### src/shared/hbfr_consts.vh
// Purpose: constants for the half-bridge fault and reset supervisor
// Assumes: one 100 MHz clock, synchronous active-high reset
// Notes:   definitions only
`ifndef HBFR_CONSTS_VH
`define HBFR_CONSTS_VH
`define HBFR_ST_POR      2'h0
`define HBFR_ST_RUN      2'h1
`define HBFR_ST_UV       2'h2
`define HBFR_POR_CYC     8'h10
`define HBFR_SYNC_ONES   2'h3
`define HBFR_SYNC_ZERO   2'h0
`define HBFR_CFG_SE      2'h2
`define HBFR_CNT_ZERO    8'h00
`define HBFR_CNT_STEP    8'h01
`define HBFR_PAIRS       2
`define HBFR_PAIR_W      2
`define HBFR_PAIR_AB     0
`define HBFR_PAIR_CD     1
`define HBFR_PAIR_NONE   2'h0
`define HBFR_EN_OFF      4'h0
`define HBFR_PD_OFF      4'h0
`endif

### src/core/hbfr_sync_edge.v
// Purpose: two-flop synchroniser with rising-edge pulse
// Assumes: clock enable freezes state
// Notes:   first flop is read only by the level and rise-pulse flops
`timescale 1ns/1ps
`include "hbfr_consts.vh"
module hbfr_sync_edge (
    input  wire clock_i,
    input  wire rst_i,
    input  wire ce_i,
    input  wire async_i,
    output reg  level_o,
    output reg  rise_o
);
    reg meta_reg;
    always @(posedge clock_i) begin
        if (rst_i) begin
            meta_reg <= 1'b0;
            level_o  <= 1'b0;
            rise_o   <= 1'b0;
        end else if (ce_i) begin
            meta_reg <= async_i;
            level_o  <= meta_reg;
            rise_o   <= meta_reg & ~level_o;
        end
    end
endmodule

### src/core/hbfr_supervisor.v
// Purpose: fault and reset supervisor of a four half-bridge power stage
// Assumes: supply-ok, fault detect and mode inputs are synchronous levels
// Notes:   output enables are high when the half-bridge may switch
`timescale 1ns/1ps
`include "hbfr_consts.vh"
module hbfr_supervisor (
    input  wire       clock_i,
    input  wire       rst_i,
    input  wire       ce_i,
    input  wire       pair_ab_hold_n_i,
    input  wire       pair_cd_hold_n_i,
    input  wire       gate_drive_supply_ok_i,
    input  wire       logic_supply_ok_i,
    input  wire       overload_ab_i,
    input  wire       overload_cd_i,
    input  wire       thermal_error_i,
    input  wire [1:0] out_config_i,
    output reg  [3:0] bridge_enable_o,
    output reg  [3:0] weak_pulldown_o,
    output reg        shutdown_flag_n_o,
    output reg        overload_latch_ab_o,
    output reg        overload_latch_cd_o,
    output reg        thermal_error_latch_o
);
    // Per-pair views: index 0 is the A/B pair, index 1 the C/D pair
    wire [1:0] hold_pin;
    wire [1:0] hold_level;
    wire [1:0] hold_rise;
    wire [1:0] ovl_in;
    wire [1:0] ovl_next;
    wire [3:0] en_next;
    wire [3:0] pd_next;
    reg  [1:0] ovl_reg;
    reg  [1:0] state_reg;
    reg  [1:0] state_next;
    reg  [7:0] por_cnt_reg;
    reg  [7:0] por_cnt_next;
    reg        therm_reg;
    reg        therm_next;
    wire       supply_low_guard;
    wire       any_hold;
    wire       any_rise;
    wire       running;
    wire       run_ok;
    wire       single_ended;
    wire       por_done;
    wire       therm_live;
    wire       flag_fault;

    // Pair may switch only when running, released and fault free
    function pair_on;
        input run;
        input hold_lvl;
        input ovl;
        input therm;
        begin
            pair_on = run & hold_lvl & ~ovl & ~therm;
        end
    endfunction

    // Weak pulldown while held, never in single-ended use
    function pair_pd;
        input hold_lvl;
        input se;
        begin
            pair_pd = ~hold_lvl & ~se;
        end
    endfunction

    assign hold_pin         = {pair_cd_hold_n_i, pair_ab_hold_n_i};
    assign ovl_in           = {overload_cd_i, overload_ab_i};
    assign supply_low_guard = ~gate_drive_supply_ok_i | ~logic_supply_ok_i;
    assign any_hold         = ~(&hold_level);
    assign any_rise         = |hold_rise;
    assign running          = (state_reg == `HBFR_ST_RUN);
    assign run_ok           = running & ~supply_low_guard;
    assign single_ended     = (out_config_i == `HBFR_CFG_SE);
    assign por_done         = (por_cnt_reg == `HBFR_POR_CYC);
    // Live fault terms cut the stage one cycle before the latch shows
    assign therm_live       = therm_reg | thermal_error_i;
    assign flag_fault       = supply_low_guard | ~running | (|ovl_reg) | therm_reg;

    genvar p;
    generate
        for (p = 0; p < `HBFR_PAIRS; p = p + 1) begin : g_pair
            hbfr_sync_edge u_sync (
                .clock_i (clock_i),
                .rst_i   (rst_i),
                .ce_i    (ce_i),
                .async_i (hold_pin[p]),
                .level_o (hold_level[p]),
                .rise_o  (hold_rise[p])
            );

            // Set wins over the clearing edge; held pair ignores overload
            assign ovl_next[p] = (state_reg == `HBFR_ST_POR) ? 1'b0 :
                                 (running & ovl_in[p] & hold_level[p]) ? 1'b1 :
                                 any_rise ? 1'b0 :
                                 ovl_reg[p];

            assign en_next[`HBFR_PAIR_W*p +: `HBFR_PAIR_W] =
                {`HBFR_PAIR_W{pair_on(run_ok, hold_level[p], ovl_reg[p] | ovl_in[p], therm_live)}};

            assign pd_next[`HBFR_PAIR_W*p +: `HBFR_PAIR_W] =
                {`HBFR_PAIR_W{pair_pd(hold_level[p], single_ended)}};
        end
    endgenerate

    // Counter stops at its end value so the compare stays true
    always @* begin
        por_cnt_next = por_cnt_reg;
        if (state_reg == `HBFR_ST_POR && !por_done)
            por_cnt_next = por_cnt_reg + `HBFR_CNT_STEP;
    end

    // Thermal latch only clears with a hold asserted
    always @* begin
        if (running && thermal_error_i)
            therm_next = 1'b1;
        else if (any_hold)
            therm_next = 1'b0;
        else
            therm_next = therm_reg;
    end

    always @* begin
        state_next = state_reg;
        case (state_reg)
            `HBFR_ST_POR: begin
                if (supply_low_guard)
                    state_next = `HBFR_ST_UV;
                else if (por_done)
                    state_next = `HBFR_ST_RUN;
            end
            `HBFR_ST_RUN: begin
                if (supply_low_guard)
                    state_next = `HBFR_ST_UV;
            end
            `HBFR_ST_UV: begin
                if (!supply_low_guard)
                    state_next = `HBFR_ST_RUN;
            end
            default: state_next = `HBFR_ST_POR;
        endcase
    end


    // State, counter and latches; clock enable freezes all of them
    always @(posedge clock_i) begin
        if (rst_i) begin
            state_reg   <= `HBFR_ST_POR;
            por_cnt_reg <= `HBFR_CNT_ZERO;
            ovl_reg     <= `HBFR_PAIR_NONE;
            therm_reg   <= 1'b0;
        end else if (ce_i) begin
            state_reg   <= state_next;
            por_cnt_reg <= por_cnt_next;
            ovl_reg     <= ovl_next;
            therm_reg   <= therm_next;
        end
    end

    // Outputs registered; flag lags the latches by one cycle
    always @(posedge clock_i) begin
        if (rst_i) begin
            bridge_enable_o       <= `HBFR_EN_OFF;
            weak_pulldown_o       <= `HBFR_PD_OFF;
            shutdown_flag_n_o     <= 1'b1;
            overload_latch_ab_o   <= 1'b0;
            overload_latch_cd_o   <= 1'b0;
            thermal_error_latch_o <= 1'b0;
        end else if (ce_i) begin
            bridge_enable_o <= en_next;
            weak_pulldown_o <= pd_next;
            if (any_hold)
                shutdown_flag_n_o <= 1'b1;
            else
                shutdown_flag_n_o <= ~flag_fault;

            overload_latch_ab_o   <= ovl_reg[`HBFR_PAIR_AB];
            overload_latch_cd_o   <= ovl_reg[`HBFR_PAIR_CD];
            thermal_error_latch_o <= therm_reg;
        end
    end

endmodule

### config.mk
export PLATFORM = sky130hd
export DESIGN_NAME = hbfr_supervisor
export DESIGN_NICKNAME = d
export VERILOG_FILES = /design/src/core/hbfr_sync_edge.v /design/src/core/hbfr_supervisor.v
export VERILOG_INCLUDE_DIRS = /design/src /design/src/shared
export SDC_FILE = /design/constraint.sdc
export NUM_CORES = 1
export LEC_CHECK = 0
export CAP_MARGIN = 20
export CORE_MARGIN = 2
export CORE_UTILIZATION = 64
export CTS_BUF_LIST = sky130_fd_sc_hd__clkbuf_4
export CTS_CLUSTER_DIAMETER = 30
export DETAILED_ROUTE_END_ITERATION = 8
export DONT_BUFFER_PORTS = 1
export PLACE_DENSITY = 0.78
export SYNTH_ARGS = -nofsm -noshare
export SYNTH_HDL_FRONTEND = slang
export SYNTH_SLANG_ARGS = --single-unit
### constraint.sdc
create_clock -name clock_i -period 1.8 [get_ports clock_i]
set_input_delay 0.18 -clock clock_i [delete_from_list [all_inputs] [get_ports clock_i]]
set_output_delay 0.18 -clock clock_i [all_outputs]
set_load 0.03 [all_outputs]
After elaboration in Yosys (flattened, before gate mapping). Index checks and enable logic that the tools add are counted.

Register bits after elaboration: 29. Input port bits: 12. Output and inout bits: 12. Logic and storage cells: 86.

$add $sub $neg: 1. Equal/unequal tests: 8. Muxes and demuxes: 13. Bitwise operators: 33. Reductions and logical operators: 14.

Operator list (number): 1-bit bitwise AND (15); 1-bit NOT (11); 2-bit AND reduction (5); 8-bit by 1-bit adder with 8-bit output, second input constant (1); 8-bit by 5-bit == test with 1-bit output, second input constant (1); 1-bit 2-to-1 mux (8); 2-bit 2-to-1 mux (4); 1-bit bitwise OR (7); 2-bit case mux with 3 select lines (1); 3-bit nonzero test (2); 2-bit == test, second input constant (2); 2-bit != test, second input constant (2); 4-bit AND reduction (1); 2-bit OR reduction (2); 3-bit != test, second input constant (1); 2-bit by 1-bit == test with 1-bit output, second input constant (1); 1-bit logical AND (2); 2-bit zero test (1); 2-bit by 1-bit != test with 1-bit output, second input constant (1); 1-bit zero test (1).

Logic depth before layout (Yosys ltp).
Depth in word-level cells: 7. Gate-level depth with buffers: 6. Depth with buffers taken out: 6.

Hierarchy. A second synthesis with hierarchy kept.

Cell total of the unflattened synthesis: 130. Area, all modules: 1202.4 sq um.

Modules (own cells, without submodules): hbfr_supervisor (instances 1, cells each 110, area each 989.7 sq um); hbfr_sync_edge (instances 2, cells each 10, area each 106.4 sq um).

Least setup slack after synthesis. Ideal clock, no wire load.

Path kind: register to register. Start point: reg state_reg[1]. End point: reg por_cnt_reg[1]. Library setup time: 128 ps. Arrival: 1284 ps. Required time: 1672 ps. Setup slack: 388 ps. Cell stages (with the launch flop): 6. Buffers on the path: 1. Cell sequence: dfxtp_1 or3b_1 buf_2 a21oi_1 mux2i_1 nor2_1.

Word-level cells in the longest chain between the ends: 3.

RTL lines: start, declared (RTL line hbfr_supervisor.v:34) `reg [1:0] state_reg;`; start signal, assigned (RTL line hbfr_supervisor.v:151) `` state_reg <= `HBFR_ST_POR; ``; start signal, assigned (RTL line hbfr_supervisor.v:156) `state_reg <= state_next;`; 2-bit zero test; 1-bit logical AND (RTL line hbfr_supervisor.v:112) `` if (state_reg == `HBFR_ST_POR && !por_done) ``; 2-bit AND reduction (no source line); end signal, assigned (RTL line hbfr_supervisor.v:152) `` por_cnt_reg <= `HBFR_CNT_ZERO; ``; end signal, assigned (RTL line hbfr_supervisor.v:157) `por_cnt_reg <= por_cnt_next;`; end, declared (RTL line hbfr_supervisor.v:36) `reg [7:0] por_cnt_reg;`.

No other way between the ends. A chain may end at the register's enable or synchronous reset.

Worst setup path in the final report. Same ends and word-level chain as after synthesis.

==> impl_metrics.ini <==
[power]
leakage_nw = 0.470
p_per_area_nw_per_um2 = 777
total_power_w = 0.000985
ir_drop_v = 0.000621

[cts]
h-tree-depth = 1
cts_buffers = 3
cts_tree = built
cts_sinks = 27
clkLatencyLatePin_ps = 320
clkTransAtPathRegs_ps = 130
cts-root-buf = clkbuf_4
cts_max_path_buffers = 2
post_cts_buffers = 0

[timing]
slew_headroom_pct = 39.6
post-route-period-util_pct = 85.8
holdWs_ps = 12.0
rsz0062_at_grt = false
drv_slew = 0
fin_worst_skew_ps = 5.69
fin_crit_ps = 1540
hold_violations = 0
setup_viol = 0
setup_tns_ps = 0
max_freq_ghz = 0.648
tightest_slew_ps = 903

[global_routing]
grt_overflow = 0
grt_pass1_vias = 862
grt_use_total_pct = 22.5
antenna_found_initial = 0
grt_max_degree = 27
grt_pass1_wl_um = 3510

[placement]
io_buffers = 0
place_hpwl_um = 1440
gp_congestion = 0.842

[synthesis]
yosys-top-cells-count = dfxtp_1, nor2_1, mux2i_1
synth_edf_count = 0
syn_area_um2 = 1220
synth_top_cell_area_share_pct = 44.3
async_flop_share_pct = 0
synthTopCellsByArea = dfxtp_1, nor2_1, mux2i_1
synth.distinct_cells = 32
synth_top_area_cell = dfxtp_1
syn_nets = 152
synth_seq_cells = 27
synth.yosys.warnings = 0
synth.avg_cell_area_um2 = 8.84
synthCells = 138
synth_ff_type = dfxtp_1
yosysSeqAreaShare_pct = 44.3

[die]
die_h_um = 47.7
initial_utilization_pct = 69.1
ios = 24
die_w_um = 47.7
rows = 15
dieArea_um2 = 2270
coreArea_um2 = 1760

[detailed_routing]
drcViolationCount = 0
vias = 915
drt_wl_total_um = 2100
ant_nets = 0
dr.pass1.iters = 4
drt_iter0_drc = 19
wire_per_inst_um = 13.0
viasPerCell = 5.68

[finish]
postLayoutCoreUtil_pct = 71.8
largest_reg_flops = 8
drive_gt1_share_pct = 5.15
fill_cells = 152
syn_to_final_growth_pct = 3.90
n_antenna_cell = 0
nets = 151

[setup_path]
cp-end-kind = flip-flop
r2r_cells = 4
path_class = reg -> reg
cp_max_fo = 6
cp.required_ps = 1980
critPathLaunchType = flip-flop
critPathArrivalTime_ps = 1730

[job]
max-cap-violations = 0

[status]
status = complete, no violations

[min_path]
hold_class = in -> reg
min_path_cells = 2
## per-layer routing
layer | vias to the layer above | wire length (um) | GRT usage, %
met2 | 23 | 1040 | 37.3
met5 | - | 0 | 0
li1 | 469 | - | -
met4 | 0 | 40 | 13.5
met3 | 4 | 77 | 5.66
met1 | 419 | 941 | 26.1
## metrics by stage
stage                     instances  worst slack, ps  area, um^2
after floorplan                 138              388        1220
after global placement          153              360        1200
after detailed placement        153              331        1200
after CTS                       159              262        1250
after global routing            161              117        1270
final                           161              256        1270
## cell usage in the layout (no fill, tap or decap), drive strengths merged
cell type	count
mux2i	10
nor4	1
a32oi	2
clkbuf	4
nor3	3
o31ai	2
nand3	5
o21ai	2
nand2b	5
or3b	1
or3	2
a21oi	6
a22oi	1
nor2b	4
nor2	27
nand3b	2
xor2	1
a211o	1
xnor2	4
nand4	1
ha	2
dlygate4sd3	4
or4b	1
nor4bb	2
dfxtp	27
buf	1
a31oi	2
o32ai	1
inv	3
and2	1
nand2	8
## where the power goes
group | leakage (nW) | switching, W | internal [W] | total, W
logic | 0.232 | 0.0000352 | 0.0000396 | 0.0000748
registers | 0.219 | 0.0000318 | 0.000614 | 0.000646
clock network | 0.0184 | 0.000162 | 0.000102 | 0.000264
## kinds of logic after synthesis
group                      after synthesis  synth area share [%]
and+or+nand+nor                         63                  26.9
DFF                                     27                  44.3
AOI/OAI and AO/OA                       17                  9.03
buffers and inverters                   14                  5.95
muxes                                   10                  8.21
xor gates and xnor gates                 5                  3.59
adders and majority gates                2                  2.05
## layout make-up
class | count | area, um^2 | area share, %
inverters | 3 | 11.3 | 0.888
repair buffers | 5 | 47.5 | 3.75
well taps | 25 | 31.3 | 2.47
clock buffers | 4 | 30.0 | 2.37
multi-input cells | 97 | 607 | 47.9
flip-flops and latches | 27 | 541 | 42.6
## what timing repair did
item	CTS	global route
gates resized for setup	0	0
endpoints found under the hold margin	26	2
hold buffers	2	2
## worst paths after layout
check        slack, ps               endpoint               start
max                260         por_cnt_reg[1]        state_reg[1]
min                 10  thermal_error_latch_o                ce_i
max reg2reg        260         por_cnt_reg[1]        state_reg[1]
min reg2reg        480     bridge_enable_o[1]  bridge_enable_o[1]
## worst max-delay path, stage by stage, from the launching register on
cell and delay (ps):
dfxtp_1 370, or3b_1 500, a21oi_1 270, mux2i_1 220
nor2_1 50
(Power assumes the default switching activity.)
